<file path="src/prm_pkg.sv">
// Purpose: shared constants and types for the ratio and output control block
// Assumes: classic wishbone slave, 32-bit data, word addressed registers
// Notes: register byte address is four times the register index
package prm_pkg;
   // register indices (byte address = index * 4)
   localparam logic [7:0] PRM_IDX_RATIO = 8'h06;
   localparam logic [7:0] PRM_IDX_CTRL = 8'h10;
   localparam logic [7:0] PRM_IDX_STAT = 8'h11;
   localparam logic [7:0] PRM_IDX_EFF = 8'h12;
   // control field positions
   localparam int PRM_CTL_BW_LO = 0;
   localparam int PRM_CTL_FMT = 4;
   localparam int PRM_CTL_SCL_LO = 8;
   localparam int PRM_CTL_OFF = 12;
   localparam int PRM_CTL_RUN = 13;
   // reset values
   localparam logic [31:0] PRM_RATIO_RST = 32'h0000_0000;
   localparam logic [2:0] PRM_BW_RST = 3'h0;
   localparam logic PRM_FMT_RST = 1'b0; // 0 = 20.12, 1 = 12.20
   localparam logic [2:0] PRM_SCL_RST = 3'h0;
   // fraction widths of the two formats
   localparam int PRM_FRAC_HIRES = 20;
   localparam int PRM_FRAC_HIMUL = 12;
   // loop bandwidth code used during lock acquisition
   localparam logic [3:0] PRM_BW_WIDE = 4'h8;
   // timing: relock time after a ratio change
   localparam int PRM_RELOCK_NS = 1000;
   localparam int PRM_CLK_NS = 5;
   localparam int PRM_RELOCK_CYC = PRM_RELOCK_NS / PRM_CLK_NS;
   // control bits as carried together
   typedef struct packed {
      logic run_unl;
      logic off;
      logic [2:0] scale;
      logic fmt;
      logic [2:0] bw;
   } prm_ctrl_s;
   typedef enum logic [1:0] {PRM_ST_ACQ, PRM_ST_LOCK} prm_lock_e;
endpackage

</file>
<file path="src/prm_ratio_calc.sv">
// Purpose: effective ratio = user ratio times modifier, normalised to 20.20
// Assumes: misuse that overflows the format is avoided by software
// Notes: combinational; stored ratio is never touched
`timescale 1ns/100ps
`default_nettype none
module prm_ratio_calc
(
   // inputs
   input wire logic [31:0] ratio_i,
   input wire logic fmt_i,
   input wire logic [2:0] scale_i,
   // result in 20.20 fixed point
   output logic [39:0] eff_o
);
   import prm_pkg::*;
   logic [47:0] norm;
   // bring both formats to 20 fraction bits, then shift by the modifier
   always_comb
   begin
      norm = fmt_i ? {16'h0000, ratio_i} : {8'h00, ratio_i, 8'h00};
      if (scale_i[2])
         norm = norm >> ({2'b00, scale_i[1:0]} + 4'h1);
      else
         norm = norm << scale_i[1:0];
      eff_o = norm[39:0];
   end
endmodule
`default_nettype wire

</file>
<file path="src/prm_ctrl.sv">
// Purpose: ratio, bandwidth and clock output control of the multiplier
// Assumes: synthesizer clock and lock come from the analog side as inputs
// Notes: wishbone classic slave, ack one cycle after strobe
`timescale 1ns/100ps
`default_nettype none
module prm_ctrl
#(
   parameter int RELOCK_CYC = prm_pkg::PRM_RELOCK_CYC,
   parameter int REFDIV_W = 2
)
(
   // clock and reset
   input wire logic clk_i,
   input wire logic rst_i,
   // wishbone
   input wire logic cyc_i,
   input wire logic stb_i,
   input wire logic we_i,
   input wire logic [9:0] adr_i,
   input wire logic [3:0] sel_i,
   input wire logic [31:0] dat_i,
   output logic [31:0] dat_o,
   output logic ack_o,
   // synthesizer side
   input wire logic synth_clk_i,
   input wire logic loop_locked_i,
   input wire logic [REFDIV_W-1:0] ref_div_i,
   output logic [3:0] loop_bw_o,
   output logic [39:0] effective_ratio_o,
   output logic relock_o,
   // clock output pin
   output logic clk_out_o,
   output logic clk_out_oe_n_o
);
   import prm_pkg::*;
   // relock counter is 16 bits wide; divider selects wider than 4 bits are not served
   if (RELOCK_CYC < 1 || RELOCK_CYC > 65535 || REFDIV_W < 1 || REFDIV_W > 4)
   begin : g_param_check
      $error("prm_ctrl: bad parameter");
   end

   function automatic logic [31:0] merge(input logic [31:0] old, input logic [31:0] nw,
                                         input logic [3:0] be);
      logic [31:0] r;
      r = old;
      for (int i = 0; i < 4; i++)
         if (be[i])
            r[i*8 +: 8] = nw[i*8 +: 8];
      return r;
   endfunction

   logic [31:0] ratio_reg, ratio_next;
   prm_ctrl_s ctrl_reg, ctrl_next;
   logic ack_reg, ack_next;
   logic [31:0] dat_reg, dat_next;
   prm_lock_e st_reg, st_next;
   logic [15:0] cnt_reg, cnt_next;
   logic [39:0] eff_raw;
   logic [39:0] eff_reg, eff_next;
   logic wr, frac_change;
   logic [7:0] idx;
   logic [31:0] ctrl_word;
   logic [31:0] ctrl_m;

   prm_ratio_calc u_calc
   (
      .ratio_i(ratio_reg),
      .fmt_i(ctrl_reg.fmt),
      .scale_i(ctrl_reg.scale),
      .eff_o(eff_raw)
   );

   assign idx = adr_i[9:2];
   assign wr = cyc_i && stb_i && we_i && !ack_reg;
   assign ctrl_word = {18'h0, ctrl_reg.run_unl, ctrl_reg.off, 1'b0, ctrl_reg.scale,
                       3'h0, ctrl_reg.fmt, 1'b0, ctrl_reg.bw};

   // register file and bus answer
   always_comb
   begin
      ratio_next = ratio_reg;
      ctrl_next = ctrl_reg;
      ack_next = cyc_i && stb_i && !ack_reg;
      dat_next = 32'h0000_0000;
      frac_change = 1'b0;
      // byte lanes merged over the current control word
      ctrl_m = merge(ctrl_word, dat_i, sel_i);
      if (wr && idx == PRM_IDX_RATIO)
      begin
         ratio_next = merge(ratio_reg, dat_i, sel_i);
      end
      if (wr && idx == PRM_IDX_CTRL)
      begin
         ctrl_next.bw = ctrl_m[PRM_CTL_BW_LO +: 3];
         ctrl_next.fmt = ctrl_m[PRM_CTL_FMT];
         ctrl_next.scale = ctrl_m[PRM_CTL_SCL_LO +: 3];
         ctrl_next.off = ctrl_m[PRM_CTL_OFF];
         ctrl_next.run_unl = ctrl_m[PRM_CTL_RUN];
      end
      frac_change = (ratio_next != ratio_reg) || (ctrl_next.fmt != ctrl_reg.fmt) ||
                    (ctrl_next.scale != ctrl_reg.scale);
      if (cyc_i && stb_i && !we_i && !ack_reg)
      begin
         unique case (idx)
            PRM_IDX_RATIO: dat_next = ratio_reg;
            PRM_IDX_CTRL: dat_next = ctrl_word;
            PRM_IDX_STAT: dat_next = {27'h0, st_reg == PRM_ST_LOCK, loop_bw_o};
            PRM_IDX_EFF: dat_next = eff_reg[39:8];
            default: dat_next = 32'h0000_0000;
         endcase
      end
   end

   always_ff @(posedge clk_i)
   begin
      if (rst_i)
      begin
         ratio_reg <= PRM_RATIO_RST;
         ctrl_reg <= '{run_unl: 1'b0, off: 1'b0, scale: PRM_SCL_RST, fmt: PRM_FMT_RST,
                       bw: PRM_BW_RST};
         ack_reg <= 1'b0;
         dat_reg <= 32'h0000_0000;
      end
      else
      begin
         ratio_reg <= ratio_next;
         ctrl_reg <= ctrl_next;
         ack_reg <= ack_next;
         dat_reg <= dat_next;
      end
   end

   assign ack_o = ack_reg;
   assign dat_o = dat_reg;

   // lock tracking: acquire after reset or any fractional change
   always_comb
   begin
      st_next = st_reg;
      cnt_next = cnt_reg;
      eff_next = eff_raw >> ref_div_i;
      unique case (st_reg)
         PRM_ST_ACQ:
         begin
            if (cnt_reg != 16'h0)
               cnt_next = cnt_reg - 16'h1;
            else if (loop_locked_i)
               st_next = PRM_ST_LOCK;
         end
         PRM_ST_LOCK:
         begin
            if (!loop_locked_i)
               st_next = PRM_ST_ACQ;
         end
         default: st_next = PRM_ST_ACQ;
      endcase
      if (frac_change)
      begin
         st_next = PRM_ST_ACQ;
         cnt_next = 16'(RELOCK_CYC);
      end
   end

   always_ff @(posedge clk_i)
   begin
      if (rst_i)
      begin
         st_reg <= PRM_ST_ACQ;
         cnt_reg <= 16'h0;
         eff_reg <= 40'h0;
      end
      else
      begin
         st_reg <= st_next;
         cnt_reg <= cnt_next;
         eff_reg <= eff_next;
      end
   end

   assign effective_ratio_o = eff_reg;
   assign relock_o = st_reg == PRM_ST_ACQ;
   assign loop_bw_o = relock_o ? PRM_BW_WIDE : {1'b0, ctrl_reg.bw};
   // low when unlocked, run_unl overrides; synth_clk_i is gated by a plain AND
   assign clk_out_o = synth_clk_i & (!relock_o | ctrl_reg.run_unl);
   assign clk_out_oe_n_o = ctrl_reg.off;

   property p_wide_acq;
      @(posedge clk_i) disable iff (rst_i) relock_o |-> loop_bw_o == PRM_BW_WIDE;
   endproperty
   a_wide_acq: assert property (p_wide_acq) else $error("bw not wide");
   property p_bw_lock;
      @(posedge clk_i) disable iff (rst_i) !relock_o |-> loop_bw_o == {1'b0, ctrl_reg.bw};
   endproperty
   a_bw_lock: assert property (p_bw_lock) else $error("bw not selected");
   property p_relock;
      @(posedge clk_i) disable iff (rst_i) frac_change |=> relock_o [*2];
   endproperty
   a_relock: assert property (p_relock) else $error("no relock");
   property p_low;
      @(posedge clk_i) disable iff (rst_i) relock_o && !ctrl_reg.run_unl |-> !clk_out_o;
   endproperty
   a_low: assert property (p_low) else $error("clk not low");
   property p_run;
      @(posedge clk_i) disable iff (rst_i)
         ctrl_reg.run_unl |-> clk_out_o == synth_clk_i;
   endproperty
   a_run: assert property (p_run) else $error("clk not passed");
   property p_off;
      @(posedge clk_i) disable iff (rst_i) ctrl_reg.off |-> clk_out_oe_n_o;
   endproperty
   a_off: assert property (p_off) else $error("driver on");
   property p_keep;
      @(posedge clk_i) disable iff (rst_i)
         !(wr && idx == PRM_IDX_RATIO) |=> ratio_reg == $past(ratio_reg);
   endproperty
   a_keep: assert property (p_keep) else $error("ratio changed");
   property p_unit;
      @(posedge clk_i) disable iff (rst_i)
         ctrl_reg.scale == 3'h0 && ctrl_reg.fmt |-> eff_raw == {8'h00, ratio_reg};
   endproperty
   a_unit: assert property (p_unit) else $error("unit scale wrong");
   property p_fmt;
      @(posedge clk_i) disable iff (rst_i)
         ctrl_reg.scale == 3'h0 && !ctrl_reg.fmt |-> eff_raw[39:8] == ratio_reg;
   endproperty
   a_fmt: assert property (p_fmt) else $error("20.12 wrong");
   property p_ack;
      @(posedge clk_i) disable iff (rst_i) cyc_i && stb_i && !ack_o |=> ack_o;
   endproperty
   a_ack: assert property (p_ack) else $error("no ack");
   property p_ack_once;
      @(posedge clk_i) disable iff (rst_i) ack_o |=> !ack_o;
   endproperty
   a_ack_once: assert property (p_ack_once) else $error("ack held too long");
   // acquisition holds while the relock counter runs
   property p_acq_hold;
      @(posedge clk_i) disable iff (rst_i) relock_o && cnt_reg != 16'h0 |=> relock_o;
   endproperty
   a_acq_hold: assert property (p_acq_hold) else $error("left acquire early");
   // counter spent and loop locked: leave acquisition next edge
   property p_leave;
      @(posedge clk_i) disable iff (rst_i)
         relock_o && cnt_reg == 16'h0 && loop_locked_i && !frac_change |=> !relock_o;
   endproperty
   a_leave: assert property (p_leave) else $error("lock not taken");
   property p_ratio_wr;
      @(posedge clk_i) disable iff (rst_i)
         wr && idx == PRM_IDX_RATIO && sel_i == 4'hf |=> ratio_reg == $past(dat_i);
   endproperty
   a_ratio_wr: assert property (p_ratio_wr) else $error("ratio write lost");
   // with no divider the synthesizer sees the plain product
   property p_nodiv;
      @(posedge clk_i) disable iff (rst_i)
         ref_div_i == '0 |=> effective_ratio_o == $past(eff_raw);
   endproperty
   a_nodiv: assert property (p_nodiv) else $error("eff not passed");
   property p_half;
      @(posedge clk_i) disable iff (rst_i)
         ctrl_reg.scale == 3'h4 && ctrl_reg.fmt |-> eff_raw == {9'h000, ratio_reg[31:1]};
   endproperty
   a_half: assert property (p_half) else $error("half scale wrong");
   property p_oe_on;
      @(posedge clk_i) disable iff (rst_i) !ctrl_reg.off |-> !clk_out_oe_n_o;
   endproperty
   a_oe_on: assert property (p_oe_on) else $error("driver off");
   // main scenarios: lock, ratio write, unlock with run bit, lock loss, divide by 16 while locked
   c_drop: cover property (@(posedge clk_i) disable iff (rst_i) !relock_o ##1 relock_o);
   c_div16: cover property (@(posedge clk_i) disable iff (rst_i)
      ctrl_reg.scale == 3'h7 && !relock_o);
   c_lock: cover property (@(posedge clk_i) disable iff (rst_i) relock_o ##1 !relock_o);
   c_wr: cover property (@(posedge clk_i) disable iff (rst_i) wr && idx == PRM_IDX_RATIO);
   c_run: cover property (@(posedge clk_i) disable iff (rst_i) relock_o && ctrl_reg.run_unl);
endmodule
`default_nettype wire

</file>
<file path="config.mk">
export PLATFORM = sky130hd
export DESIGN_NAME = prm_ctrl
export DESIGN_NICKNAME = d
export VERILOG_FILES = /design/src/prm_pkg.sv /design/src/prm_ratio_calc.sv /design/src/prm_ctrl.sv
export SDC_FILE = /design/constraint.sdc
export NUM_CORES = 1
export LEC_CHECK = 0
export ABC_AREA = 1
export ABC_CLOCK_PERIOD_IN_PS = 2500
export BUFFER_PORTS_ARGS = -buffer_cell sky130_fd_sc_hd__buf_2
export CORE_UTILIZATION = 58
export CTS_CLUSTER_SIZE = 25
export DETAILED_ROUTE_END_ITERATION = 8
export GPL_TIMING_DRIVEN = 1
export PLACE_DENSITY = 0.84
export SYNTH_ARGS = -nofsm -noshare
export SYNTH_HDL_FRONTEND = slang
export SYNTH_SLANG_ARGS = --single-unit
</file>
<file path="constraint.sdc">
create_clock -name clk_i -period 2.5 [get_ports clk_i]
set_input_delay 0.25 -clock clk_i [delete_from_list [all_inputs] [get_ports clk_i]]
set_output_delay 0.25 -clock clk_i [all_outputs]
set_load 0.1 [all_outputs]
</file>
==> impl_results.html, run 1 <==
<table>
<tr><th>Metric</th><th>Value</th></tr>
<tr><th colspan="2">STA</th></tr>
<tr><td>Fmax</td><td>~450 MHz</td></tr>
<tr><td>Headroom to the max-slew limit</td><td>between 50% and 60%</td></tr>
<tr><td>Min Tclk post-route</td><td>2.247 ns</td></tr>
<tr><td>Transition at the pin with the smallest max-transition slack</td><td>0.6664 ns</td></tr>
<tr><td>Final critical-path share of the clock period</td><td>89.87%</td></tr>
<tr><td>Slew Limit Fails</td><td>0</td></tr>
<tr><td>Setup violations, final</td><td>0</td></tr>
<tr><td>Post-Route Skew</td><td>0.009555 ns</td></tr>
<tr><td>RSZ-0062 raised after global routing</td><td>false</td></tr>
<tr><td>Setup TNS</td><td>0 ns</td></tr>
<tr><td>Hold Vio Cnt, Final</td><td>0</td></tr>
<tr><th colspan="2">Die</th></tr>
<tr><td>Die Wd</td><td>122.6 um</td></tr>
<tr><td>Die H</td><td>122.6 um</td></tr>
<tr><td>Initial cell density of the core</td><td>60.07%</td></tr>
<tr><td>Core Area</td><td>around 14000 sq um</td></tr>
<tr><td>Die footprint</td><td>15030 sq um</td></tr>
<tr><td>Number of placement rows</td><td>43</td></tr>
<tr><td>I/O pin count</td><td>135</td></tr>
<tr><th colspan="2">Global routing</th></tr>
<tr><td>Antenna violations before repair</td><td>0</td></tr>
<tr><td>GRT overflow</td><td>0</td></tr>
<tr><td>Met3 demand-to-capacity share in global routing</td><td>9.015%</td></tr>
<tr><td>All-layer global routing usage</td><td>38.84%</td></tr>
<tr><td>Global-route wire length before repair</td><td>44730 um</td></tr>
<tr><td>Met2 GRT Util</td><td>60.46%</td></tr>
<tr><td>Global route hottest layer</td><td>met2</td></tr>
<tr><td>Number of global-route vias before repair</td><td>8760</td></tr>
<tr><td>Met1 Resource Use GR</td><td>51.16%</td></tr>
<tr><td>Largest net degree at the start of global routing</td><td>roughly 40</td></tr>
<tr><th colspan="2">Synthesis</th></tr>
<tr><td>Count of synthesis-stage warnings from yosys</td><td>0</td></tr>
<tr><td>Cell area after synthesis</td><td>8436 sq um</td></tr>
<tr><td>Proportion of synthesized chip area in sequential cells</td><td>a little under a third</td></tr>
<tr><td>Net Count, Synth</td><td>roughly 1400</td></tr>
<tr><td>Mean instance size in the synthesized netlist</td><td>6.189 sq um</td></tr>
<tr><td>Post-synthesis sequential element count</td><td>131</td></tr>
<tr><td>Count of mapped cells out of synthesis</td><td>1363</td></tr>
<tr><td>Unique masters post-synth</td><td>45</td></tr>
<tr><th colspan="2">Clock network</th></tr>
<tr><td>Cell at the root of the clock tree</td><td>sky130_fd_sc_hd__clkbuf_16</td></tr>
<tr><td>Skew-Pair Late Insertion Delay</td><td>0.43 ns</td></tr>
<tr><td>Clock tree from TritonCTS</td><td>yes</td></tr>
<tr><td>Hold_buf cts</td><td>0</td></tr>
<tr><td>Clock Path Buffers</td><td>2</td></tr>
<tr><td>Total number of clock tree sinks</td><td>131</td></tr>
<tr><td>Maximum level of the CTS H-tree</td><td>4</td></tr>
<tr><td>Postcts setup bufs</td><td>0</td></tr>
<tr><td>Post-cts gate resize count</td><td>0</td></tr>
<tr><td>Total CTS buffers</td><td>17</td></tr>
<tr><td>Clock-pin transition on the worst setup and hold timing paths</td><td>around 0.06 ns</td></tr>
<tr><th colspan="2">Placed design</th></tr>
<tr><td>Number of I/O port buffers</td><td>132</td></tr>
<tr><td>HPWL after detailed placement</td><td>about 22000 um</td></tr>
<tr><td>Last weighted congestion value of the routability-driven placer</td><td>0.9730</td></tr>
<tr><th colspan="2">Outcome</th></tr>
<tr><td>Result of the run</td><td>complete, no violations</td></tr>
<tr><th colspan="2">Worst setup path</th></tr>
<tr><td>Required time worst endpoint</td><td>2.80 ns</td></tr>
<tr><td>Worst path arrival time</td><td>2.55 ns</td></tr>
<tr><td>Crit path kind</td><td>reg -&gt; reg</td></tr>
<tr><td>Category of the worst setup path capture point</td><td>register</td></tr>
<tr><td>Max FO, Critical Path</td><td>25</td></tr>
<tr><td>Worst Setup Start Kind</td><td>register</td></tr>
<tr><th colspan="2">Cells and area</th></tr>
<tr><td>Layout cells sized above 1</td><td>16.14%</td></tr>
<tr><td>Core occupancy in the finished layout</td><td>71.09%</td></tr>
<tr><td>Area growth from synthesis to final layout</td><td>18.33%</td></tr>
<tr><td>Most common library cell in the layout ignoring fill and taps</td><td>sky130_fd_sc_hd__nand2_1</td></tr>
<tr><td>Most used cells in the layout excluding fill and tap cells</td><td>sky130_fd_sc_hd__nand2_1, sky130_fd_sc_hd__nor2_1, sky130_fd_sc_hd__inv_1</td></tr>
<tr><td>Net total in the final layout</td><td>between 1500 and 2000</td></tr>
<tr><td>Antenna diode instance count</td><td>0</td></tr>
<tr><td>Largest register FFs</td><td>40</td></tr>
<tr><th colspan="2">Pwr</th></tr>
<tr><td>Peak supply drop</td><td>0.3845 mV</td></tr>
<tr><td>Reported leakage power</td><td>4.917 nW</td></tr>
<tr><td>Power density relative to cell area</td><td>between 600 and 700 nW/um^2</td></tr>
<tr><th colspan="2">Hold path</th></tr>
<tr><td>Hold Crit Class</td><td>in -&gt; reg</td></tr>
<tr><th colspan="2">Routing</th></tr>
<tr><td>TritonRoute pass-1 iters</td><td>8</td></tr>
<tr><td>Vias/cell</td><td>5.936</td></tr>
<tr><td>WL per Instance</td><td>17.08 um</td></tr>
<tr><td>Total routed wirelength</td><td>approximately 29000 um</td></tr>
<tr><td>Starting DRC count in detailed routing</td><td>1284</td></tr>
<tr><td>Overall via count from detail_route</td><td>9931</td></tr>
<tr><td>Remaining DRCs</td><td>0</td></tr>
<tr><td>Detail Route Antenna Nets</td><td>0</td></tr>
<tr><th colspan="2">Job</th></tr>
<tr><td>Max-capacitance violation count</td><td>0</td></tr>
</table>
power breakdown:
part           total (mW)  switching, mW  internal, mW  leakage [nW]
Sequential           2.30         0.0939          2.20          1.06
Clock                2.81           1.00          1.81         0.316
Combinational        1.29          0.888         0.401          3.54
routing by layer:
layer	vias to the layer above	wire (um)	part of all wire [%]
li1	4738	-	-
met1	4481	11730	41
met2	606	12380	43
met3	106	3300	12
met4	0	1167	4.1
met5	-	0	0
worst paths after layout:
check                           depth (start not counted)  slack, ns               endpoint             startpoint
worst max-delay path                                    9       0.25  effective_ratio_o[30]            ctrl_reg[3]
worst min-delay path                                    3       0.07          ratio_reg[28]              dat_i[28]
worst max register to register                          9       0.25  effective_ratio_o[30]            ctrl_reg[3]
worst min register to register                          2       0.46              dat_o[27]  effective_ratio_o[35]
worst max-delay path, stage by stage (launching register included):
cell and delay, ns:
sky130_fd_sc_hd__dfxtp_2 0.58, sky130_fd_sc_hd__inv_1 0.40, sky130_fd_sc_hd__nand3_1 0.22, sky130_fd_sc_hd__nand2_1 0.09
sky130_fd_sc_hd__nand2_1 0.07, sky130_fd_sc_hd__o21ai_0 0.10, sky130_fd_sc_hd__a211oi_1 0.29, sky130_fd_sc_hd__nand2_1 0.10
sky130_fd_sc_hd__o21ai_0 0.15, sky130_fd_sc_hd__o21ai_0 0.13
kinds of logic (layout without fill, tap and decap cells):
group	Yosys count	in the layout	share of synthesized area, %
AND/OR/NAND/NOR	716	716	36.04
AO/OA/AOI/OAI	275	275	20.17
buffers and inverters	224	354	10.84
flip-flops	131	131	31.09
XOR/XNOR	13	13	1.350
adder cells (fa/ha/maj)	1	1	0.1483
multiplexers	3	3	0.3560
final cells by class:
cell class,count,area (sq um)
multi-input combinational,1008,4901
fill,1218,4060
sequential,131,2624
timing repair buffer,174,1013
inverter,148,555.5
clock buffer,18,439.2
tap,180,225.2
clock inverter,14,224.0
Yosys cell counts (all sizes together):
| master | count | area [sq um] |
|---|---|---|
| o21ai | 93 | 469.2 |
| a22oi | 1 | 7.510 |
| nand4 | 26 | 162.7 |
| clkinv | 5 | 18.77 |
| a211oi | 23 | 172.7 |
| inv | 143 | 536.8 |
| a21boi | 1 | 7.510 |
| nand3b | 8 | 60.06 |
| nor2 | 166 | 683.1 |
| nand2 | 409 | 1553 |
| a21oi | 58 | 290.3 |
| nor3 | 13 | 81.33 |
| mux2i | 3 | 30.03 |
| clkbuf | 46 | 172.7 |
| o22ai | 41 | 256.5 |
| a221oi | 11 | 96.34 |
| o221ai | 2 | 17.52 |
| buf | 30 | 186.4 |
| ha | 1 | 12.51 |
| a22o | 35 | 306.5 |
| dfxtp | 131 | 2623 |
| xor2 | 11 | 96.34 |
| nor4 | 3 | 18.77 |
| nand3 | 88 | 463.0 |
| xnor2 | 2 | 17.52 |
| o21bai | 3 | 22.52 |
| o211ai | 2 | 15.01 |
| and2 | 2 | 12.51 |
| o31ai | 2 | 15.01 |
| or2 | 1 | 6.260 |
| o21a | 1 | 7.510 |
| o2111ai | 2 | 17.52 |
metrics by stage:
stage | setup slack [ns] | power (mW) | cell area, sq um | std cells | hold slack [ns]
after global routing | 0.07046 | 6.631 | 9982 | 1673 | 0.09575
after global placement | 0.3214 | 3.579 | 9319 | 1641 | 0.4494
after detailed placement | 0.2907 | 3.606 | 9319 | 1641 | 0.4538
after CTS | 0.3333 | 6.386 | 9982 | 1673 | 0.07245
after floorplan | 0.1115 | 3.341 | 8436 | 1363 | 0.3783
final | 0.2532 | 6.399 | 9982 | 1673 | 0.07258
No activity file was read; power rests on OpenSTA's default activity.
==> run 2: changes to the inputs <==
--- a/config.mk
+++ b/config.mk
@@ -8,11 +8,13 @@
 export ABC_AREA = 1
 export ABC_CLOCK_PERIOD_IN_PS = 2500
 export BUFFER_PORTS_ARGS = -buffer_cell sky130_fd_sc_hd__buf_2
-export CORE_UTILIZATION = 58
+export CAP_MARGIN = 20
+export CORE_UTILIZATION = 59
+export CTS_BUF_LIST = sky130_fd_sc_hd__clkbuf_2 sky130_fd_sc_hd__clkbuf_4 sky130_fd_sc_hd__clkbuf_8
 export CTS_CLUSTER_SIZE = 25
 export DETAILED_ROUTE_END_ITERATION = 8
 export GPL_TIMING_DRIVEN = 1
-export PLACE_DENSITY = 0.84
+export PLACE_DENSITY = 0.85
 export SYNTH_ARGS = -nofsm -noshare
 export SYNTH_HDL_FRONTEND = slang
 export SYNTH_SLANG_ARGS = --single-unit
==> run 2 against run 1 <==
Net effect:
- the flow now finishes with violations (DRC)
- non-clock buffer count grew 2
- clock skew rose by 0.0021 ns
- sequential share of layout area grew 0.48 points
- maximum frequency is 2.9% lower
- via count down 0.59%
- utilization down 0.74 points
- cell count increased by 0.18%
- combinational power is essentially flat
- clock power fell by 25%
- global-route usage is essentially flat
- critical endpoint is now effective_ratio_o[32]
- largest power group is now sequential cells
- highest routed layer unchanged
==> impl_results.html, run 2 (same netlist as run 1, synthesis figures left out) <==
<table>
<tr><th>Metric</th><th>Value</th></tr>
<tr><th colspan="2">Global routing</th></tr>
<tr><td>Met2 GRT Util</td><td>61.01% (was 60.46%)</td></tr>
<tr><td>Global-route wire length before repair</td><td>44240 um (was 44730 um)</td></tr>
<tr><td>Number of global-route vias before repair</td><td>8582 (was 8760)</td></tr>
<tr><td>GRT overflow</td><td>0 (unchanged)</td></tr>
<tr><td>All-layer global routing usage</td><td>38.88% (was 38.84%)</td></tr>
<tr><td>Global route hottest layer</td><td>met2 (unchanged)</td></tr>
<tr><td>Antenna violations before repair</td><td>0 (unchanged)</td></tr>
<tr><td>Met1 Resource Use GR</td><td>52.11% (was 51.16%)</td></tr>
<tr><td>Met3 demand-to-capacity share in global routing</td><td>6.601% (was 9.015%)</td></tr>
<tr><td>Largest net degree at the start of global routing</td><td>43 (was 41)</td></tr>
<tr><th colspan="2">Placed design</th></tr>
<tr><td>Number of I/O port buffers</td><td>132 (unchanged)</td></tr>
<tr><td>Last weighted congestion value of the routability-driven placer</td><td>0.9943 (was 0.9730)</td></tr>
<tr><td>Cell count after placement</td><td>1643 (was 1641)</td></tr>
<tr><td>HPWL after detailed placement</td><td>21680 um (was 21510 um)</td></tr>
<tr><td>Total placed instance area</td><td>9320 sq um (was 9319 sq um)</td></tr>
<tr><td>Place WS</td><td>0.008483 ns (was 0.2907 ns)</td></tr>
<tr><th colspan="2">Clock network</th></tr>
<tr><td>Clock Path Buffers</td><td>2 (unchanged)</td></tr>
<tr><td>Clock tree from TritonCTS</td><td>yes (unchanged)</td></tr>
<tr><td>Clock-pin transition on the worst setup and hold timing paths</td><td>0.08 ns (was 0.06 ns)</td></tr>
<tr><td>Cell at the root of the clock tree</td><td>sky130_fd_sc_hd__clkbuf_8 (was sky130_fd_sc_hd__clkbuf_16)</td></tr>
<tr><td>Skew-Pair Late Insertion Delay</td><td>0.47 ns (was 0.43 ns)</td></tr>
<tr><td>Post-cts gate resize count</td><td>0 (unchanged)</td></tr>
<tr><td>Maximum level of the CTS H-tree</td><td>4 (unchanged)</td></tr>
<tr><td>Postcts setup bufs</td><td>0 (unchanged)</td></tr>
<tr><td>Total CTS buffers</td><td>17 (unchanged)</td></tr>
<tr><td>Total number of clock tree sinks</td><td>131 (unchanged)</td></tr>
<tr><td>Hold_buf cts</td><td>0 (unchanged)</td></tr>
<tr><th colspan="2">Pwr</th></tr>
<tr><td>Power after layout</td><td>5.708 mW (was 6.399 mW)</td></tr>
<tr><td>Peak supply drop</td><td>0.3378 mV (was 0.3845 mV)</td></tr>
<tr><td>Reported leakage power</td><td>4.842 nW (was 4.917 nW)</td></tr>
<tr><td>Power density relative to cell area</td><td>582.4 nW/um^2 (was 641.1 nW/um^2)</td></tr>
<tr><th colspan="2">Cells and area</th></tr>
<tr><td>Net total in the final layout</td><td>1539 (was 1536)</td></tr>
<tr><td>Final Instance Count excl. Fillers</td><td>1676 (was 1673)</td></tr>
<tr><td>Fin area</td><td>9802 sq um (was 9982 sq um)</td></tr>
<tr><td>Core occupancy in the finished layout</td><td>70.34% (was 71.09%)</td></tr>
<tr><td>Most used cells in the layout excluding fill and tap cells</td><td>sky130_fd_sc_hd__nand2_1, sky130_fd_sc_hd__nor2_1, sky130_fd_sc_hd__inv_1 (unchanged)</td></tr>
<tr><td>Area growth from synthesis to final layout</td><td>16.20% (was 18.33%)</td></tr>
<tr><td>Antenna diode instance count</td><td>0 (unchanged)</td></tr>
<tr><td>Largest register FFs</td><td>40 (unchanged)</td></tr>
<tr><td>Layout cells sized above 1</td><td>16.44% (was 16.14%)</td></tr>
<tr><td>Most common library cell in the layout ignoring fill and taps</td><td>sky130_fd_sc_hd__nand2_1 (unchanged)</td></tr>
<tr><th colspan="2">Die</th></tr>
<tr><td>Die footprint</td><td>14780 sq um (was 15030 sq um)</td></tr>
<tr><td>Die Wd</td><td>121.6 um (was 122.6 um)</td></tr>
<tr><td>Initial cell density of the core</td><td>60.54% (was 60.07%)</td></tr>
<tr><td>Number of placement rows</td><td>43 (unchanged)</td></tr>
<tr><td>Die H</td><td>121.6 um (was 122.6 um)</td></tr>
<tr><td>I/O pin count</td><td>135 (unchanged)</td></tr>
<tr><td>Core Area</td><td>13930 sq um (was 14040 sq um)</td></tr>
<tr><th colspan="2">Routing</th></tr>
<tr><td>Overall via count from detail_route</td><td>9872 (was 9931)</td></tr>
<tr><td>Remaining DRCs</td><td>8 (was 0)</td></tr>
<tr><td>Starting DRC count in detailed routing</td><td>1228 (was 1284)</td></tr>
<tr><td>Detail Route Antenna Nets</td><td>0 (unchanged)</td></tr>
<tr><td>Vias/cell</td><td>5.890 (was 5.936)</td></tr>
<tr><td>WL per Instance</td><td>17.00 um (was 17.08 um)</td></tr>
<tr><td>Total routed wirelength</td><td>28480 um (was 28580 um)</td></tr>
<tr><td>TritonRoute pass-1 iters</td><td>9 (was 8)</td></tr>
<tr><th colspan="2">Worst setup path</th></tr>
<tr><td>Required time worst endpoint</td><td>2.84 ns (was 2.80 ns)</td></tr>
<tr><td>Max incr delay on CP</td><td>0.48 ns (was 0.58 ns)</td></tr>
<tr><td>Max FO, Critical Path</td><td>20 (was 25)</td></tr>
<tr><td>Worst Setup Start Kind</td><td>register (unchanged)</td></tr>
<tr><td>Slowest cell on crit path</td><td>sky130_fd_sc_hd__clkinv_1 (was sky130_fd_sc_hd__dfxtp_2)</td></tr>
<tr><td>Top cell by count, worst path</td><td>sky130_fd_sc_hd__o21ai_0</td></tr>
<tr><td>Worst path arrival time</td><td>2.66 ns (was 2.55 ns)</td></tr>
<tr><td>Category of the worst setup path capture point</td><td>register (unchanged)</td></tr>
<tr><td>Crit path kind</td><td>reg -&gt; reg (unchanged)</td></tr>
<tr><td>Worst path cell trace</td><td>clkinv_1 &gt; buf_4 &gt; nand3_1 &gt; nand2_1 &gt; inv_1 &gt; o21ai_0 &gt; a211oi_1 &gt; nand2_1 &gt; o21ai_0 &gt; o21ai_0 (was inv_1 &gt; nand3_1 &gt; nand2_1 &gt; nand2_1 &gt; o21ai_0 &gt; a211oi_1 &gt; nand2_1 &gt; o21ai_0 &gt; o21ai_0)</td></tr>
<tr><th colspan="2">STA</th></tr>
<tr><td>Min Tclk post-route</td><td>2.313 ns (was 2.247 ns)</td></tr>
<tr><td>Setup TNS</td><td>0 ns (unchanged)</td></tr>
<tr><td>Post-Route Skew</td><td>0.01166 ns (was 0.009555 ns)</td></tr>
<tr><td>Setup violations, final</td><td>0 (unchanged)</td></tr>
<tr><td>Final critical-path share of the clock period</td><td>92.51% (was 89.87%)</td></tr>
<tr><td>Worst hold slack across all endpoints</td><td>0.02818 ns (was 0.07258 ns)</td></tr>
<tr><td>Headroom to the max-slew limit</td><td>58.09% (was 55.30%)</td></tr>
<tr><td>RSZ-0062 raised after global routing</td><td>false (unchanged)</td></tr>
<tr><td>Setup WS post-layout</td><td>0.1871 ns (was 0.2532 ns)</td></tr>
<tr><td>Transition at the pin with the smallest max-transition slack</td><td>0.6239 ns (was 0.6664 ns)</td></tr>
<tr><td>Slew Limit Fails</td><td>0 (unchanged)</td></tr>
<tr><td>Fmax</td><td>432.4 MHz (was 445.1 MHz)</td></tr>
<tr><td>Hold Vio Cnt, Final</td><td>0 (unchanged)</td></tr>
<tr><th colspan="2">Hold path</th></tr>
<tr><td>Hold Crit Class</td><td>in -&gt; reg (unchanged)</td></tr>
<tr><th colspan="2">Outcome</th></tr>
<tr><td>Violations in the final reports</td><td>DRC</td></tr>
<tr><td>Result of the run</td><td>complete, but fails checks (was complete, no violations)</td></tr>
<tr><th colspan="2">Job</th></tr>
<tr><td>Max-capacitance violation count</td><td>0 (unchanged)</td></tr>
</table>
run 2: worst paths after layout:
path / start / to / slack, ns / cells after the start
worst min register to register: effective_ratio_o[25] / dat_o[17] / 0.46 / 2
worst max register to register: ctrl_reg[4] / effective_ratio_o[32] / 0.19 / 10
worst min-delay path: dat_i[25] / ratio_reg[25] / 0.03 / 3
worst max-delay path: ctrl_reg[4] / effective_ratio_o[32] / 0.19 / 10
run 2: area by class of cell:
type | instances | area, sq um
Clock inverter | 13 | 206.4
Fill cell | 1255 | 4133
Timing Repair inverter | 1 | 7.507
Timing Repair Buffer | 176 | 1016
Inverter | 148 | 559.3
Multi-Input combinational cell | 1008 | 4908
Sequential cell | 131 | 2624
Clock buffer | 19 | 255.2
Tap cell | 180 | 225.2
run 2: metal layers:
layer	wire, um	vias up
met5	0	-
met4	1128	0
met3	2830	91
met2	12630	605
met1	11900	4437
li1	-	4739
run 2: power by group:
group | switching [mW] | leakage [nW] | internal (mW) | total (mW)
Combinational | 0.909 | 3.55 | 0.402 | 1.31
Sequential | 0.0926 | 1.06 | 2.20 | 2.29
Clock | 0.881 | 0.229 | 1.22 | 2.10
Total | 1.88 | 4.84 | 3.83 | 5.71
run 2: worst max-delay path: cells and delay by family, from the launching register on:
family          cells  cell delay (ns)
flops               1             0.34
compound gates      4             0.65
simple gates        3             0.25
buf+inv             3             0.95
